## config.mk

```make
export PLATFORM = sky130hd
export DESIGN_NAME = analog_scan_control_segment
export DESIGN_NICKNAME = d
export VERILOG_FILES = /design/src/verilog/scan_seg_pkg.sv /design/src/verilog/analog_scan_control_segment.sv
export SDC_FILE = /design/constraint.sdc
export NUM_CORES = 1
export LEC_CHECK = 0
export ABC_AREA = 0
export ABC_CLOCK_PERIOD_IN_PS = 2740
export BUFFER_PORTS_ARGS = -buffer_cell sky130_fd_sc_hd__buf_4
export CORE_ASPECT_RATIO = 0.9
export CORE_MARGIN = 3
export CORE_UTILIZATION = 25
export CTS_CLUSTER_DIAMETER = 50
export DETAILED_ROUTE_END_ITERATION = 10
export PLACE_DENSITY = 0.51
export SKIP_CTS_REPAIR_TIMING = 1
export SYNTH_ARGS = -nofsm -noshare
export SYNTH_HDL_FRONTEND = slang
export SYNTH_SLANG_ARGS = --single-unit
```

## constraint.sdc

```tcl
create_clock -name pclk -period 2.74 [get_ports pclk]
set_input_delay 0.137 -clock pclk [delete_from_list [all_inputs] [get_ports pclk]]
set_output_delay 0.137 -clock pclk [all_outputs]
set_load 0.02 [all_outputs]
```

## src/verilog/scan_seg_pkg.sv

```systemverilog
// Contract
// - Comparator control and observe signals each own a scan cell.
// - Converter control and observe signals each own a scan cell.
// - Comparator off control powers comparator down; host idles it at 1.
// - Comparator result is observable and reads 0 under idle inputs.
// - Mux select feeds comparator from converter mux; idle 0.
// - Gain stages clocked by a dedicated scan control; idle 0.
// - Gain path to comparator only while its enable is set; idle 0.
// - Reference select puts band-gap on negative input; idle 0.
// - Converter powered only while its power control is set; idle 0.
// - Gain stages powered only while their power control is set; idle 0.
// - Ten-bit DAC code from single cells; idle code bit 9 only. CTRL_RESET loads DAC code 10'h200 accordingly.
// - Bypass control routes channels 0 to 3 around gain; idle 1.
// - Ground select ties negative input to ground; idle 0.
// - Sample while sample/hold low, hold while high; idle 1.
package scan_seg_pkg;

    // Register byte offsets
    localparam logic [11:0] CMD_OFFSET       = 12'h000;
    localparam logic [11:0] SHIFT_IN_OFFSET  = 12'h004;
    localparam logic [11:0] SHIFT_OUT_OFFSET = 12'h008;
    localparam logic [11:0] STATUS_OFFSET    = 12'h00c;
    localparam logic [11:0] LATCH_OFFSET     = 12'h010;

    // Command register fields
    localparam int CMD_CAPTURE_BIT = 0;
    localparam int CMD_SHIFT_BIT   = 1;
    localparam int CMD_UPDATE_BIT  = 2;
    localparam int CMD_LEN_LSB     = 8;
    localparam int CMD_LEN_W       = 5;

    // Status register fields
    localparam int STAT_BUSY_BIT = 0;
    localparam int STAT_ACO_BIT  = 1;
    localparam int STAT_COMP_BIT = 2;

    // Chain layout
    localparam int CTRL_W  = 23;
    localparam int CHAIN_W = 25;
    localparam int CELL_COMPARATOR_OFF    = 0;
    localparam int CELL_MUX_SELECT        = 1;
    localparam int CELL_BANDGAP_ENABLE    = 2;
    localparam int CELL_GAIN_CLOCK        = 3;
    localparam int CELL_GAIN_PATH_ENABLE  = 4;
    localparam int CELL_NEG_BANDGAP       = 5;
    localparam int CELL_CONVERTER_POWER   = 6;
    localparam int CELL_GAIN_POWER        = 7;
    localparam int CELL_DAC_LSB           = 8;
    localparam int DAC_W                  = 10;
    localparam int CELL_GAIN_BYPASS       = 18;
    localparam int CELL_GAIN_X10          = 19;
    localparam int CELL_GAIN_X20          = 20;
    localparam int CELL_NEG_GROUND        = 21;
    localparam int CELL_SAMPLE_HOLD       = 22;
    localparam int CELL_OBS_COMPARATOR    = 23;
    localparam int CELL_OBS_CONVERTER     = 24;

    // Idle values of the control cells
    localparam logic [CTRL_W-1:0] CTRL_RESET = 23'h460001;

    typedef enum logic { ST_IDLE, ST_SHIFT } shift_state_t;

endpackage

```

## src/verilog/analog_scan_control_segment.sv

```systemverilog
`timescale 1ns/10ps
module analog_scan_control_segment (
    // Clock and reset
    input  wire logic        pclk,
    input  wire logic        presetn,
    // APB slave
    input  wire logic        psel,
    input  wire logic        penable,
    input  wire logic        pwrite,
    input  wire logic [11:0] paddr,
    input  wire logic [31:0] pwdata,
    output logic      [31:0] prdata,
    output logic             pready,
    output logic             pslverr,
    // Raw analog observations
    input  wire logic        comparator_raw,
    input  wire logic        converter_compare_raw,
    // Analog comparator controls and observed result
    output logic             comparator_off,
    output logic             comparator_mux_select,
    output logic             comparator_bandgap_enable,
    output logic             comparator_result,
    // Converter controls and observed compare result
    output logic             gain_clock,
    output logic             gain_path_enable,
    output logic             neg_input_bandgap_select,
    output logic             converter_power_on,
    output logic             gain_stage_power_on,
    output logic       [9:0] dac_code,
    output logic             gain_bypass_select,
    output logic             gain_x10_enable,
    output logic             gain_x20_enable,
    output logic             neg_input_ground_select,
    output logic             sample_hold,
    output logic             converter_compare
);

    localparam int CW = scan_seg_pkg::CTRL_W;
    localparam int NW = scan_seg_pkg::CHAIN_W;
    localparam int LW = scan_seg_pkg::CMD_LEN_W;

    scan_seg_pkg::shift_state_t state_q;
    scan_seg_pkg::shift_state_t state_d;
    logic [CW-1:0] latch_q;
    logic [CW-1:0] latch_d;
    logic [NW-1:0] chain_q;
    logic [NW-1:0] chain_d;
    logic [31:0]   shift_in_q;
    logic [31:0]   shift_in_d;
    logic [31:0]   shift_out_q;
    logic [31:0]   shift_out_d;
    logic [LW-1:0] count_q;
    logic [LW-1:0] count_d;
    logic [LW-1:0] len_q;
    logic [LW-1:0] len_d;
    logic          pend_upd_q;
    logic          pend_upd_d;
    logic [31:0]   prdata_q;
    logic [31:0]   prdata_d;
    logic          obs_comparator;
    logic          obs_converter;
    logic          wr_access;
    logic          rd_setup;
    logic          busy;

    function automatic logic addr_mapped(input logic [11:0] a);
        addr_mapped = (a == scan_seg_pkg::CMD_OFFSET)
                   || (a == scan_seg_pkg::SHIFT_IN_OFFSET)
                   || (a == scan_seg_pkg::SHIFT_OUT_OFFSET)
                   || (a == scan_seg_pkg::STATUS_OFFSET)
                   || (a == scan_seg_pkg::LATCH_OFFSET);
    endfunction

    // Observed values, forced low while the analog part is off
    assign obs_comparator = comparator_raw & ~latch_q[
        scan_seg_pkg::CELL_COMPARATOR_OFF];
    assign obs_converter  = converter_compare_raw & latch_q[
        scan_seg_pkg::CELL_CONVERTER_POWER];

    assign busy      = (state_q == scan_seg_pkg::ST_SHIFT);
    assign wr_access = psel & penable & pwrite;
    assign rd_setup  = psel & ~penable & ~pwrite;

    // APB answer: zero wait states, data prepared in setup phase
    assign pready  = 1'b1;
    assign pslverr = psel & penable & ~addr_mapped(paddr);
    assign prdata  = prdata_q;

    // Read data path
    always_comb begin
        prdata_d = prdata_q;
        if (rd_setup) begin
            prdata_d = 32'h00000000;
            unique case (paddr)
                scan_seg_pkg::CMD_OFFSET: begin
                    prdata_d[scan_seg_pkg::CMD_LEN_LSB +: LW] = len_q;
                end
                scan_seg_pkg::SHIFT_IN_OFFSET: begin
                    prdata_d = shift_in_q;
                end
                scan_seg_pkg::SHIFT_OUT_OFFSET: begin
                    prdata_d = shift_out_q;
                end
                scan_seg_pkg::STATUS_OFFSET: begin
                    prdata_d[scan_seg_pkg::STAT_BUSY_BIT] = busy;
                    prdata_d[scan_seg_pkg::STAT_ACO_BIT]  = obs_comparator;
                    prdata_d[scan_seg_pkg::STAT_COMP_BIT] = obs_converter;
                end
                scan_seg_pkg::LATCH_OFFSET: begin
                    prdata_d[CW-1:0] = latch_q;
                end
                default: begin
                    prdata_d = 32'h00000000;
                end
            endcase
        end
    end

    always_ff @(posedge pclk or negedge presetn) begin
        if (!presetn) begin
            prdata_q <= 32'h00000000;
        end else begin
            prdata_q <= prdata_d;
        end
    end

    // Scan sequencer: capture, shift, update
    always_comb begin
        state_d     = state_q;
        latch_d     = latch_q;
        chain_d     = chain_q;
        shift_in_d  = shift_in_q;
        shift_out_d = shift_out_q;
        count_d     = count_q;
        len_d       = len_q;
        pend_upd_d  = pend_upd_q;
        unique case (state_q)
            scan_seg_pkg::ST_IDLE: begin
                if (wr_access && paddr == scan_seg_pkg::SHIFT_IN_OFFSET) begin
                    shift_in_d = pwdata;
                end
                if (wr_access && paddr == scan_seg_pkg::CMD_OFFSET) begin
                    len_d = pwdata[scan_seg_pkg::CMD_LEN_LSB +: LW];
                    if (pwdata[scan_seg_pkg::CMD_CAPTURE_BIT]) begin
                        // Every cell is captured, observe cells included
                        chain_d = {obs_converter, obs_comparator,
                                   latch_q};
                    end
                    if (pwdata[scan_seg_pkg::CMD_SHIFT_BIT]) begin
                        state_d    = scan_seg_pkg::ST_SHIFT;
                        count_d    = pwdata[scan_seg_pkg::CMD_LEN_LSB +: LW];
                        pend_upd_d = pwdata[scan_seg_pkg::CMD_UPDATE_BIT];
                    end else if (pwdata[scan_seg_pkg::CMD_UPDATE_BIT]) begin
                        latch_d = chain_d[CW-1:0];
                    end
                end
            end
            scan_seg_pkg::ST_SHIFT: begin
                // Latches stay put until the last shift, which loads them when an update is pending
                chain_d     = {shift_in_q[0], chain_q[NW-1:1]};
                shift_in_d  = {1'b0, shift_in_q[31:1]};
                shift_out_d = {chain_q[0], shift_out_q[31:1]};
                count_d     = count_q - 5'h01;
                if (count_q == 5'h00) begin
                    state_d    = scan_seg_pkg::ST_IDLE;
                    pend_upd_d = 1'b0;
                    if (pend_upd_q) begin
                        latch_d = chain_d[CW-1:0];
                    end
                end
            end
        endcase
    end

    always_ff @(posedge pclk or negedge presetn) begin
        if (!presetn) begin
            state_q     <= scan_seg_pkg::ST_IDLE;
            latch_q     <= scan_seg_pkg::CTRL_RESET;
            chain_q     <= {NW{1'b0}};
            shift_in_q  <= 32'h00000000;
            shift_out_q <= 32'h00000000;
            count_q     <= 5'h00;
            len_q       <= 5'h00;
            pend_upd_q  <= 1'b0;
        end else begin
            state_q     <= state_d;
            latch_q     <= latch_d;
            chain_q     <= chain_d;
            shift_in_q  <= shift_in_d;
            shift_out_q <= shift_out_d;
            count_q     <= count_d;
            len_q       <= len_d;
            pend_upd_q  <= pend_upd_d;
        end
    end

    // Analog controls driven straight from the update latches
    assign comparator_off =
        latch_q[scan_seg_pkg::CELL_COMPARATOR_OFF];
    assign comparator_mux_select =
        latch_q[scan_seg_pkg::CELL_MUX_SELECT];
    assign comparator_bandgap_enable =
        latch_q[scan_seg_pkg::CELL_BANDGAP_ENABLE];
    assign gain_clock =
        latch_q[scan_seg_pkg::CELL_GAIN_CLOCK];
    assign gain_path_enable =
        latch_q[scan_seg_pkg::CELL_GAIN_PATH_ENABLE];
    assign neg_input_bandgap_select =
        latch_q[scan_seg_pkg::CELL_NEG_BANDGAP];
    assign converter_power_on =
        latch_q[scan_seg_pkg::CELL_CONVERTER_POWER];
    assign gain_stage_power_on =
        latch_q[scan_seg_pkg::CELL_GAIN_POWER];

    // One cell per DAC bit
    genvar gi;
    generate
        for (gi = 0; gi < scan_seg_pkg::DAC_W; gi++) begin : g_dac
            assign dac_code[gi] =
                latch_q[scan_seg_pkg::CELL_DAC_LSB + gi];
        end
    endgenerate

    assign gain_bypass_select =
        latch_q[scan_seg_pkg::CELL_GAIN_BYPASS];
    assign gain_x10_enable =
        latch_q[scan_seg_pkg::CELL_GAIN_X10];
    assign gain_x20_enable =
        latch_q[scan_seg_pkg::CELL_GAIN_X20];
    assign neg_input_ground_select =
        latch_q[scan_seg_pkg::CELL_NEG_GROUND];
    assign sample_hold =
        latch_q[scan_seg_pkg::CELL_SAMPLE_HOLD];

    // Observed results
    assign comparator_result = obs_comparator;
    assign converter_compare = obs_converter;

endmodule

```

# Word level (Yosys, flattened, before mapping)
# Index checks and enable logic that the tools add are counted.
[classes] add_sub_neg=1 muxes=27 n_bitwise=12 reduce_logical=13 n_eq_ne=12
[op_table] operator="$mux W23" n=5
[op_table] operator="$pmux W32 S2" n=1
[op_table] operator="$mux W25" n=2
[op_table] operator="$pmux W25 S2" n=1
[op_table] operator="$pmux W23 S2" n=1
[op_table] operator="$mux W32" n=1
[op_table] operator="$pmux W10 S3" n=1
[op_table] operator="$eq A12 B4 Y1 const B" n=2
[op_table] operator="$pmux W5 S4" n=1
[op_table] operator="$pmux W9 S2" n=1
[op_table] operator="$pmux W5 S3" n=1
[op_table] operator="$eq A12 B3 Y1 const B" n=1
[op_table] operator="$eq A12 B5 Y1 const B" n=1
[op_table] operator="$logic_not A12 Y1" n=1
[op_table] operator="$ne A2 B2 Y1 const B" n=6
[op_table] operator="$pmux W3 S4" n=1
[op_table] operator="$mux W5" n=2
[op_table] operator="$pmux W5 S2" n=1
[op_table] operator="$and A1 B1 Y1" n=7
[op_table] operator="$mux W1" n=6
[op_table] operator="$reduce_and A2 Y1" n=3
[op_table] operator="$logic_not A5 Y1" n=1
[op_table] operator="$not A1 Y1" n=5
[op_table] operator="$reduce_and A5 Y1" n=1
[op_table] operator="6 further kinds" n=12
[word_totals] register_bits=156 inputBits=51 output_inout_bits=59 elab_cells=75

# Longest topological paths before layout
# Gate-level depths: netlist of run 1.
[logic_depth] word_depth=7 ltp_mapped=8 depth_no_buf=6

# Least setup slack after synthesis of run 1
# OpenSTA, ideal clock, no wires.
[synth_timing] kind="register to register" start="reg count_q[0]" end="reg latch_q[11]" stages_incl_launch_ff=8 n_path_buf=1 synth_period_minus_slack_ps=1998 path_slack_ps=742 required_ps=2617 t_arrival_ps=1875 setup_ps=123 path_cell_list="dfrtp_1 inv_1 ha_1 or3b_1 nor3_2 clkbuf_1 or2b_1 o221a_2"
[synth_between] elab_chain_cells=3
[synth_rtl] item="start: declaration" line="analog_scan_control_segment.sv:52" rtl="logic [LW-1:0] count_q;"
[synth_rtl] item="start signal: assignment" line="analog_scan_control_segment.sv:191" rtl="count_q <= count_d;"
[synth_rtl] item="$logic_not A5 Y1" line="analog_scan_control_segment.sv:164" rtl="if (count_q == 5'h00) begin"
[synth_rtl] item="$ne A2 B1 Y1 (no line)"
[synth_rtl] item="$reduce_and A5 Y1 (no line)"
[synth_rtl] item="end signal: assignment" line="analog_scan_control_segment.sv:178" rtl="latch_q <= scan_seg_pkg::CTRL_RESET;"
[synth_rtl] item="end signal: assignment" line="analog_scan_control_segment.sv:187" rtl="latch_q <= latch_d;"
[synth_rtl] item="end: declaration" line="analog_scan_control_segment.sv:44" rtl="logic [CW-1:0] latch_q;"
# No other way between the ends.
# A chain may end at the register's enable or synchronous reset.

# Worst setup path in the final report of run 1
[layout_timing] start="reg count_q[0]" end="reg latch_q[1]"
# The elaborated chain is that of the path after synthesis.

==> load_flow_metrics.sql, run 1 <==
INSERT INTO impl_metrics (metric_group, metric, value, unit) VALUES
('power_and_ir_drop', 'irDropWorstVdd', '0.000430', 'V'),
('worst_setup_path', 'critical_path_endpoint_category', 'flop', ''),
('logic_synthesis', 'postSynthNetCount', '750', ''),
('power_and_ir_drop', 'power.share.combinational', '0.050', ''),
('drt', 'postRouteWirelength', '23.5', 'mm'),
('clocking', 'clock_transition_at_the_registers_of_the_reported_paths', '0.07', 'ns'),
('timing', 'clock.fmax', '0.492', 'GHz'),
('worst_setup_path', 'worst-endpoint-required', '3.05', 'ns'),
('timing', 'final.hold.worst_slack', '0.00243', 'ns'),
('die', 'core_region_area', '29200', 'sq um'),
('clocking', 'cts.path.max_buffers', '2', ''),
('power_and_ir_drop', 'power.internal', '0.00369', 'W'),
('worst_setup_path', 'rr_startpoint', 'count_q[0]$_DFFE_PN0P_', ''),
('global_routing', 'grt_pass1_wl', '36.9', 'mm'),
('power_and_ir_drop', 'power.switching', '0.00119', 'W'),
('logic_synthesis', 'syn_area', '7490', 'sq um'),
('clocking', 'clk-insertion-delay-late', '0.42', 'ns'),
('placement', 'post_detailed_placement_cell_area', '8710', 'sq um'),
('global_routing', 'gr-usage-all-layers', '0.147', ''),
('logic_synthesis', 'main_combinational_cell_family_by_area_after_synthesis', 'compound AO/OA/AOI/OAI gates', ''),
('global_routing', 'pin_count_of_the_biggest_net_entering_global_routing', '81', ''),
('logic_synthesis', 'ys_top_cells_by_count', 'dfrtp_1 (152), o21ai_0 (74), nand2_1 (49)', ''),
('logic_synthesis', 'netlist_top_cells_area', 'dfrtp_1 (51%), mux2_2 (6.0%), o21ai_0 (4.9%)', ''),
('die', 'io_pins', '110', ''),
('logic_synthesis', 'synth_async_sr_flop_share', '1.00', ''),
('status', 'result_of_the_run', 'complete, no violations', ''),
('drt', 'detail_route.iter0.violations', '482', ''),
('drt', 'drc_errors', '0', ''),
('layout', 'multiInputGateArea', '3270', 'sq um'),
('logic_synthesis', 'synth.area.mux_share', '0.103', ''),
('die', 'die_y', '170', 'um'),
('power_and_ir_drop', 'power.density_cell_area', '522', 'nW/um^2'),
('timing', 'layout_setup_ws', '0.707', 'ns'),
('logic_synthesis', 'synth.lib_cells_used.distinct', '55', ''),
('logic_synthesis', 'yosys_most_used_dff', 'dfrtp_1', ''),
('logic_synthesis', 'yosys.area_share.adder', '0.00167', ''),
('timing', 'fin_setup_tns', '0', 'ns'),
('die', 'die_wd', '189', 'um'),
('logic_synthesis', 'compound_gate_portion_of_the_synthesized_area', '0.218', ''),
('clocking', 'cts_sinks', '156', ''),
('timing', 'rsz0062_at_grt', 'false', ''),
('drt', 'detail-route-antenna-nets', '0', ''),
('power_and_ir_drop', 'p_total', '0.00487', 'W'),
('layout', 'layout.filler_cells', '3031', ''),
('timing', 'finalCriticalPeriod', '2.03', 'ns'),
('timing', 'setup_violations', '0', ''),
('worst_setup_path', 'critical_path_start_type', 'flop', ''),
('die', 'fp-row-count', '59', ''),
('logic_synthesis', 'cell_type_with_the_largest_total_area_after_synthesis', 'dfrtp_1', ''),
('layout', 'antenna_diode_count', '0', ''),
('timing', 'slew_violations', '0', ''),
('logic_synthesis', 'yosysWarningCount', '0', ''),
('logic_synthesis', 'synthXorXnorAreaFrac', '0.00234', ''),
('worst_setup_path', 'worst_path_max_fanout', '12', ''),
('clocking', 'cts_tree', 'built', ''),
('drt', 'routed_wire_length_per_instance', '19.6', 'um'),
('drt', 'detailroute.via_count', '6099', ''),
('worst_setup_path', 'arrival', '2.35', 'ns'),
('die', 'floorplan.initialDensity', '0.256', ''),
('worst_setup_path', 'crit_type', 'flop to flop', ''),
('worst_hold_path', 'worst_hold_path_type', 'primary input to flop', ''),
('timing', 'final_hold_viol_count', '0', ''),
('layout', 'final_net_count', '843', ''),
('power_and_ir_drop', 'power_frac_clock', '0.467', ''),
('placement', 'port_buffers', '108', ''),
('power_and_ir_drop', 'p_sw_frac', '0.243', ''),
('run', 'drv.max_cap_violation_count', '0', ''),
('clocking', 'cts_htree_levels', '4', ''),
('logic_synthesis', 'synth_area_per_cell', '10.7', 'sq um'),
('layout', 'ff_latch_area', '3910', 'sq um'),
('timing', 'tightestPinTransition', '0.791', 'ns');
==> power by group through the flow <==
stage	sequential, W	combinational [W]	clock, W
final	0.00235	0.000245	0.00228
after global routing	0.00235	0.000272	0.00244
after CTS	0.00235	0.000242	0.00234
after detailed placement	0.00239	0.000241	0
after global placement	0.00239	0.000240	0
after floorplan	0.00239	0.0000838	0
==> sequential cells by signal, summed over array words and instances (netlist names) <==
signal / count
pend_upd_q: 1
latch_q: 23
busy: 1
prdata: 32
shift_out_q: 32
count_q: 5
chain_q: 25
len_q: 5
shift_in_q: 32
==> critical path, stage by stage (launching register included) <==
cell and delay (ns):
dfrtp_1 0.37, inv_1 0.09, ha_1 0.18, or3b_1 0.44, nor3_2 0.26, buf_4 0.24, or2b_1 0.24, o221a_2 0.11
==> layer usage <==
layer	wire (um)	global-route usage	share of wire
met1	11400	0.213	0.48
met2	10700	0.224	0.46
met5	0	0	0
met3	1130	0.0323	0.048
met4	290	0.0353	0.012
==> cells in the final DEF, fill, tap and decap left out, drive strengths merged, types with 6 or more instances in the layout <==
cell type	count
a211oi	12
a21oi	27
a22o	6
a22oi	35
a31oi	29
a32oi	21
buf	132
clkbuf	18
clkinvlp	6
dfrtp	152
dlygate4sd3	7
inv	9
mux2	40
mux2i	32
nand2	50
nand2b	10
nor2	10
nor2b	29
nor3	12
o21ai	95
o221a	17
or2b	8
==> per-stage QoR <==
| stage | cells | utilization |
|---|---|---|
| 2_1_floorplan | 698 | - |
| 3_3_place_gp | 1161 | 0.298 |
| 3_5_place_dp | 1161 | 0.298 |
| 4_1_cts | 1193 | 0.317 |
| 5_1_grt | 1200 | 0.320 |
| 6_report | 1200 | 0.320 |
==> worst paths after layout <==
path	end	slack, ns	depth (start not counted)
min in group asynchronous	len_q[3]$_DFFE_PN0P_	0.34	2
setup / recovery	latch_q[1]$_DFFE_PN0P_	0.71	7
hold / removal	shift_in_q[15]$_DFFE_PN0P_	0.002	3
max in group asynchronous	shift_in_q[27]$_DFFE_PN0P_	1.57	3
setup reg to reg	latch_q[1]$_DFFE_PN0P_	0.71	7
hold reg to reg	prdata[27]$_DFFE_PN0P_	0.49	2
==> area by class of cell <==
| class | count | area share |
|---|---|---|
| sequential | 156 | 0.419 |
| inverter | 4 | 0.00161 |
| clock buffer | 18 | 0.0459 |
| clock inverter | 14 | 0.0145 |
| tap | 396 | 0.0530 |
| multi-input combinational | 473 | 0.350 |
| timing repair buffer | 139 | 0.117 |
==> kinds of logic after synthesis <==
logic type / count (synthesis)
compound gates: 249
mux: 72
buf+inv: 69
other cells: 1
xor+xnor: 2
flops: 156
simple gates: 148
fa+ha+maj: 1
Note: power is estimated with default switching activity, not from simulation.
==> inputs of run 2 (changes only) <==
--- a/config.mk
+++ b/config.mk
@@ -6,7 +6,7 @@
 export NUM_CORES = 1
 export LEC_CHECK = 0
 export ABC_AREA = 0
-export ABC_CLOCK_PERIOD_IN_PS = 2740
+export ABC_CLOCK_PERIOD_IN_PS = 2100
 export BUFFER_PORTS_ARGS = -buffer_cell sky130_fd_sc_hd__buf_4
 export CORE_ASPECT_RATIO = 0.9
 export CORE_MARGIN = 3
==> constraint.sdc (replaced) <==
create_clock -name pclk -period 2.1 [get_ports pclk]
set_input_delay 0.105 -clock pclk [delete_from_list [all_inputs] [get_ports pclk]]
set_output_delay 0.105 -clock pclk [all_outputs]
set_load 0.02 [all_outputs]
==> load_flow_metrics.sql, run 2 (synthesized netlist as in run 1, its figures left out) <==
INSERT INTO impl_metrics (metric_group, metric, value, unit) VALUES
('power_and_ir_drop', 'power.density_cell_area', '708', 'nW/um^2'),
('placement', 'finalWeightedCongestion', '0.781', ''),
('worst_setup_path', 'worst_path_max_delay_cell', 'or3b_1', ''),
('layout', 'most_frequent_cells_in_the_layout', 'dfrtp_1 (151), buf_4 (138), o21ai_0 (74), nand2_1 (49), mux2_2 (40)', ''),
('timing', 'tightestPinTransition', '0.840', 'ns'),
('clocking', 'cts_sinks', '156', ''),
('layout', 'layout.filler_cells', '2982', ''),
('clocking', 'cts_htree_levels', '4', ''),
('placement', 'post_detailed_placement_cell_area', '8820', 'sq um'),
('worst_setup_path', 'critical_path_start_type', 'flop', ''),
('clocking', 'clk-insertion-delay-late', '0.43', 'ns'),
('worst_hold_path', 'worst_hold_path_type', 'primary input to flop', ''),
('timing', 'final_hold_viol_count', '14', ''),
('global_routing', 'grt_pass1_wl', '36.8', 'mm'),
('layout', 'antenna_diode_count', '0', ''),
('clocking', 'cts_inserted_buffers', '17', ''),
('worst_setup_path', 'crit_type', 'flop to flop', ''),
('global_routing', 'first_global_vias', '5891', ''),
('timing', 'max-slew-margin-rel', '0.439', ''),
('drt', 'routed_wire_length_per_instance', '19.6', 'um'),
('die', 'floorplan.initialDensity', '0.256', ''),
('placement', 'dpl.hpwl', '16.7', 'mm'),
('drt', 'postRouteWirelength', '23.8', 'mm'),
('layout', 'final_net_count', '860', ''),
('clocking', 'cts-root-buf', 'clkbuf_16', ''),
('power_and_ir_drop', 'irDropWorstVdd', '0.000543', 'V'),
('die', 'core_region_area', '29200', 'sq um'),
('worst_setup_path', 'worst-endpoint-required', '2.46', 'ns'),
('die', 'io_pins', '110', ''),
('worst_setup_path', 'timing.rr.end', 'latch_q[9]$_DFFE_PN0P_', ''),
('die', 'die_wd', '189', 'um'),
('timing', 'setup_violations', '0', ''),
('layout', 'finalInstanceArea', '9590', 'sq um'),
('status', 'failed_checks', 'negative hold slack', ''),
('placement', 'port_buffers', '108', ''),
('timing', 'fin_setup_tns', '0', 'ns'),
('worst_setup_path', 'rr_startpoint', 'count_q[0]$_DFFE_PN0P_', ''),
('global_routing', 'initial_antenna_violation_count', '0', ''),
('worst_setup_path', 'setup_slack_reg_to_reg', '0.12', 'ns'),
('timing', 'final.setup_skew', '0.0116', 'ns'),
('worst_setup_path', 'crit_path_cell_trace', 'inv_1 -> ha_1 -> or3b_1 -> nor3_2 -> buf_12 -> a21o_1 -> buf_4 -> o221a_2', ''),
('drt', 'drc_errors', '0', ''),
('worst_setup_path', 'max_stage_delay', '0.39', 'ns'),
('status', 'result_of_the_run', 'finished, violations left', ''),
('timing', 'final.hold.worst_slack', '-0.0275', 'ns'),
('layout', 'syn_to_final_growth', '28.0', '%'),
('layout', 'drive_above_1_share', '0.300', ''),
('worst_setup_path', 'critical_path_endpoint_category', 'flop', ''),
('timing', 'clock.fmax', '0.504', 'GHz'),
('global_routing', 'grt_overflow_total', '0', ''),
('drt', 'detail_route.iter0.violations', '522', ''),
('die', 'fp-row-count', '59', ''),
('die', 'die_area', '32100', 'sq um'),
('drt', 'detail-route-antenna-nets', '0', ''),
('clocking', 'cts.path.max_buffers', '2', ''),
('drt', 'post_drt_via_cell_ratio', '4.97', ''),
('timing', 'min_period_over_period', '0.945', ''),
('layout', 'final_common_cell', 'dfrtp_1', ''),
('worst_setup_path', 'worst_setup_path_endpoint', 'latch_q[9]$_DFFE_PN0P_', ''),
('power_and_ir_drop', 'p_leak', '4.25', 'nW'),
('drt', 'drt_pass1_iterations', '5', ''),
('die', 'die_y', '170', 'um'),
('worst_setup_path', 'worst-r2r-cell-count', '8', ''),
('global_routing', 'pin_count_of_the_biggest_net_entering_global_routing', '51', ''),
('run', 'drv.max_cap_violation_count', '0', ''),
('clocking', 'clock_transition_at_the_registers_of_the_reported_paths', '0.06', 'ns'),
('clocking', 'cts_tree', 'built', ''),
('drt', 'detailroute.via_count', '6038', ''),
('global_routing', 'gr-usage-all-layers', '0.148', ''),
('worst_setup_path', 'worst_path_max_fanout', '24', ''),
('timing', 'slew_violations', '0', ''),
('timing', 'rsz0062_at_grt', 'true', ''),
('worst_setup_path', 'arrival', '2.34', 'ns'),
('timing', 'finalCriticalPeriod', '1.98', 'ns'),
('worst_setup_path', 'worst_setup_path_startpoint', 'count_q[0]$_DFFE_PN0P_', '');
run 2: changes by cell type in the layout (fill, tap and decap cells not counted), sizes merged:
cell         before  now
dlygate4sd3       7   13
clkinvlp          6    1
bufinv            1    5
buf             132  143
inv               9    5
clkinv            2    4
run 2: per-stage QoR:
| stage | utilization | hold WS [ns] | setup slack [ns] | power [W] | std cells |
|---|---|---|---|---|---|
| 5_1_grt | 0.328 | 0.00803 | -0.0115 | 0.00701 | 1214 |
| 3_5_place_dp | 0.302 | 0.101 | 0.0906 | 0.00345 | 1172 |
| 6_report | 0.328 | -0.0275 | 0.115 | 0.00679 | 1214 |
| 3_3_place_gp | 0.302 | 0.106 | 0.136 | 0.00345 | 1172 |
| 4_1_cts | 0.323 | -0.353 | 0.0734 | 0.00684 | 1201 |
| 2_1_floorplan | - | -0.191 | 0.102 | 0.00322 | 698 |
run 2: routing by layer:
layer	part of all wire	vias up	wire length [um]	global-route usage
met2	0.45	145	10600	0.221
met4	0.012	0	283	0.0324
met1	0.50	3041	11900	0.221
li1	-	2830	-	-
met3	0.045	22	1060	0.0280
met5	0	-	0	0
run 2: report_power, final:
group	total, W	switching [W]	internal (W)	leakage [nW]
Clock	0.00339	0.00126	0.00212	0.308
Combinational	0.000340	0.000200	0.000140	1.96
Sequential	0.00307	0.0000320	0.00304	1.98
Total	0.00679	0.00149	0.00530	4.25
run 2: how the worst min path moves through the flow:
stage	startpoint	endpoint	slack, ns	cells past startpoint
2_1_floorplan	presetn	busy$_DFF_PN0_	-0.19	0
3_3_place_gp	presetn	count_q[1]$_DFFE_PN0P_	0.11	1
3_5_place_dp	presetn	count_q[1]$_DFFE_PN0P_	0.10	1
4_1_cts	presetn	count_q[4]$_DFFE_PN0P_	-0.35	1
5_1_grt	pwdata[29]	shift_in_q[29]$_DFFE_PN0P_	0.008	3
6_report	pwdata[17]	shift_in_q[17]$_DFFE_PN0P_	-0.03	3
run 2: final cells by class:
type | count | area (sq um) | share of cell area
clock buffers | 18 | 439 | 0.0458
clock inverters | 11 | 194 | 0.0202
inverters | 4 | 15.0 | 0.00157
multi-input cells | 473 | 3280 | 0.342
flip-flops and latches | 156 | 3910 | 0.408
well taps | 396 | 495 | 0.0517
repair buffers | 156 | 1260 | 0.131
run 2: worst max-delay path, delay by kind of cell (launching register included):
| kind | cells | cell delay, ns |
|---|---|---|
| AOI/OAI and AO/OA | 2 | 0.30 |
| buffers and inverters | 3 | 0.47 |
| DFF | 1 | 0.38 |
| adders and majority gates | 1 | 0.19 |
| and+or+nand+nor | 2 | 0.58 |
==> inputs of run 3 (changes only) <==
--- a/config.mk
+++ b/config.mk
@@ -14,6 +14,7 @@
 export CTS_CLUSTER_DIAMETER = 50
 export DETAILED_ROUTE_END_ITERATION = 10
 export PLACE_DENSITY = 0.51
+export RECOVER_POWER = 50
 export SKIP_CTS_REPAIR_TIMING = 1
 export SYNTH_ARGS = -nofsm -noshare
 export SYNTH_HDL_FRONTEND = slang
==> load_flow_metrics.sql, run 3 (synthesized netlist as in run 1, its figures left out) <==
INSERT INTO impl_metrics (metric_group, metric, value, unit) VALUES
('power_and_ir_drop', 'p_leak', '4.15', 'nW'),
('timing', 'min_period_over_period', '0.945', ''),
('die', 'die_wd', '189', 'um'),
('layout', 'drive_above_1_share', '0.273', ''),
('die', 'die_y', '170', 'um'),
('clocking', 'cts_htree_levels', '4', ''),
('global_routing', 'gr-usage-all-layers', '0.148', ''),
('clocking', 'clk-insertion-delay-late', '0.43', 'ns'),
('drt', 'drc_errors', '0', ''),
('clocking', 'clock_transition_at_the_registers_of_the_reported_paths', '0.06', 'ns'),
('power_and_ir_drop', 'power_frac_clock', '0.499', ''),
('timing', 'tightestPinTransition', '1.41', 'ns'),
('layout', 'final_common_cell', 'dfrtp_1', ''),
('global_routing', 'grt_overflow_total', '0', ''),
('power_and_ir_drop', 'power.switching', '0.00149', 'W'),
('timing', 'final.hold.worst_slack', '-0.0288', 'ns'),
('timing', 'rsz0062_at_grt', 'true', ''),
('run', 'drv.max_cap_violation_count', '0', ''),
('die', 'floorplan.initialDensity', '0.256', ''),
('die', 'core_region_area', '29200', 'sq um'),
('layout', 'finalInstanceArea', '9490', 'sq um'),
('worst_setup_path', 'worst_path_max_delay_cell', 'or3b_1', ''),
('clocking', 'cts.path.max_buffers', '2', ''),
('layout', 'layout.filler_cells', '3008', ''),
('global_routing', 'pin_count_of_the_biggest_net_entering_global_routing', '51', ''),
('die', 'fp-row-count', '59', ''),
('clocking', 'cts_sinks', '156', ''),
('die', 'die_area', '32100', 'sq um'),
('worst_setup_path', 'crit_type', 'flop to flop', ''),
('worst_setup_path', 'arrival', '2.34', 'ns'),
('power_and_ir_drop', 'irDropWorstVdd', '0.000543', 'V'),
('drt', 'post_drt_via_cell_ratio', '4.98', ''),
('timing', 'final.setup_skew', '0.0116', 'ns'),
('placement', 'dpl.hpwl', '16.7', 'mm'),
('global_routing', 'initial_antenna_violation_count', '0', ''),
('timing', 'finalCriticalPeriod', '1.98', 'ns'),
('timing', 'setup_violations', '0', ''),
('power_and_ir_drop', 'p_sw_frac', '0.220', ''),
('timing', 'clock.fmax', '0.504', 'GHz'),
('clocking', 'cts_tree', 'built', ''),
('worst_setup_path', 'worst_path_max_fanout', '24', ''),
('timing', 'max-slew-margin-rel', '0.0624', ''),
('layout', 'syn_to_final_growth', '26.6', '%'),
('power_and_ir_drop', 'power.share.combinational', '0.049', ''),
('drt', 'detail_route.iter0.violations', '494', ''),
('layout', 'most_frequent_cells_in_the_layout', 'dfrtp_1 (151), buf_4 (115), o21ai_0 (74), nand2_1 (49), mux2_2 (40)', ''),
('timing', 'final_hold_viol_count', '14', ''),
('layout', 'antenna_diode_count', '0', ''),
('global_routing', 'grt_pass1_wl', '36.8', 'mm'),
('clocking', 'cts_inserted_buffers', '17', ''),
('die', 'io_pins', '110', ''),
('timing', 'slew_violations', '0', ''),
('placement', 'port_buffers', '108', ''),
('layout', 'final_core_util', '0.325', ''),
('drt', 'routed_wire_length_per_instance', '19.7', 'um'),
('global_routing', 'first_global_vias', '5891', ''),
('worst_setup_path', 'crit_path_cell_trace', 'inv_1 -> ha_1 -> or3b_1 -> nor3_2 -> buf_12 -> a21o_1 -> buf_4 -> o221a_2', ''),
('worst_hold_path', 'worst_hold_path_type', 'primary input to flop', ''),
('layout', 'final_net_count', '860', ''),
('worst_setup_path', 'worst-endpoint-required', '2.46', 'ns'),
('worst_setup_path', 'critical_path_start_type', 'flop', ''),
('status', 'result_of_the_run', 'finished, violations left', ''),
('power_and_ir_drop', 'p_seq_frac', '0.452', ''),
('drt', 'detailroute.via_count', '6041', ''),
('drt', 'detail-route-antenna-nets', '0', ''),
('placement', 'post_detailed_placement_cell_area', '8820', 'sq um'),
('status', 'failed_checks', 'negative hold slack', ''),
('power_and_ir_drop', 'power.internal', '0.00530', 'W'),
('power_and_ir_drop', 'power.density_cell_area', '715', 'nW/um^2'),
('worst_setup_path', 'critical_path_endpoint_category', 'flop', ''),
('worst_setup_path', 'max_stage_delay', '0.39', 'ns'),
('drt', 'postRouteWirelength', '23.9', 'mm'),
('clocking', 'cts-root-buf', 'clkbuf_16', ''),
('drt', 'drt_pass1_iterations', '5', ''),
('placement', 'finalWeightedCongestion', '0.781', '');
==> run 3: cell types whose count changed in the layout (fill, tap and decap cells not counted), sizes merged <==
cell / previous run / this run
buf: 143 / 119
clkbuf: 18 / 42
==> run 3: through the flow <==
step	setup WS, ns	hold WS (ns)	power [W]	cells	setup TNS (ns)
after floorplan	0.102	-0.191	0.00322	698	0
after global placement	0.136	0.106	0.00345	1172	0
after detailed placement	0.0906	0.101	0.00345	1172	0
after CTS	0.0734	-0.353	0.00684	1201	0
after global routing	-0.0115	0.00803	0.00701	1214	-0.0527
final	0.116	-0.0288	0.00679	1214	0
==> run 3: layout make-up <==
| type | count | area [sq um] | area share |
|---|---|---|---|
| clock buffer | 18 | 439 | 0.0463 |
| clock inverter | 11 | 194 | 0.0204 |
| inverter | 4 | 15.0 | 0.00158 |
| multi-input combinational | 473 | 3280 | 0.345 |
| sequential | 156 | 3910 | 0.412 |
| tap | 396 | 495 | 0.0522 |
| timing repair buffer | 156 | 1160 | 0.122 |
==> run 3: final timing paths <==
path                                         from                    endpoint  slack, ns  cells after the start
min reg2reg                prdata[25]$_DFFE_PN0P_      prdata[25]$_DFFE_PN0P_       0.49                      2
max in group asynchronous                 presetn  shift_out_q[9]$_DFFE_PN0P_       0.41                      3
max reg2reg                count_q[0]$_DFFE_PN0P_      latch_q[9]$_DFFE_PN0P_       0.12                      8
max                        count_q[0]$_DFFE_PN0P_      latch_q[9]$_DFFE_PN0P_       0.12                      8
min                                    pwdata[17]  shift_in_q[17]$_DFFE_PN0P_      -0.03                      3
min in group asynchronous                 presetn      count_q[4]$_DFFE_PN0P_       0.54                      2
==> run 3: critical path: cells and delay by family, from the launching register on <==
family	cells	cell delay [ns]
simple gates	2	0.58
buf+inv	3	0.47
flops	1	0.38
compound gates	2	0.30
fa+ha+maj	1	0.19
==> run 3: metal layers <==
| metal | up-vias | routed length, um | track usage |
|---|---|---|---|
| li1 | 2834 | - | - |
| met1 | 3057 | 12100 | 0.221 |
| met2 | 128 | 10600 | 0.221 |
| met3 | 22 | 892 | 0.0280 |
| met4 | 0 | 283 | 0.0324 |
| met5 | - | 0 | 0 |
==> run 3: power groups by stage <==
| stage | sequential (W) | combinational, W | clock (W) |
|---|---|---|---|
| final | 0.00307 | 0.000336 | 0.00338 |
| after global placement | 0.00312 | 0.000326 | 0 |
| after CTS | 0.00307 | 0.000328 | 0.00345 |
| after floorplan | 0.00311 | 0.000109 | 0 |
| after global routing | 0.00307 | 0.000373 | 0.00356 |
| after detailed placement | 0.00312 | 0.000326 | 0 |
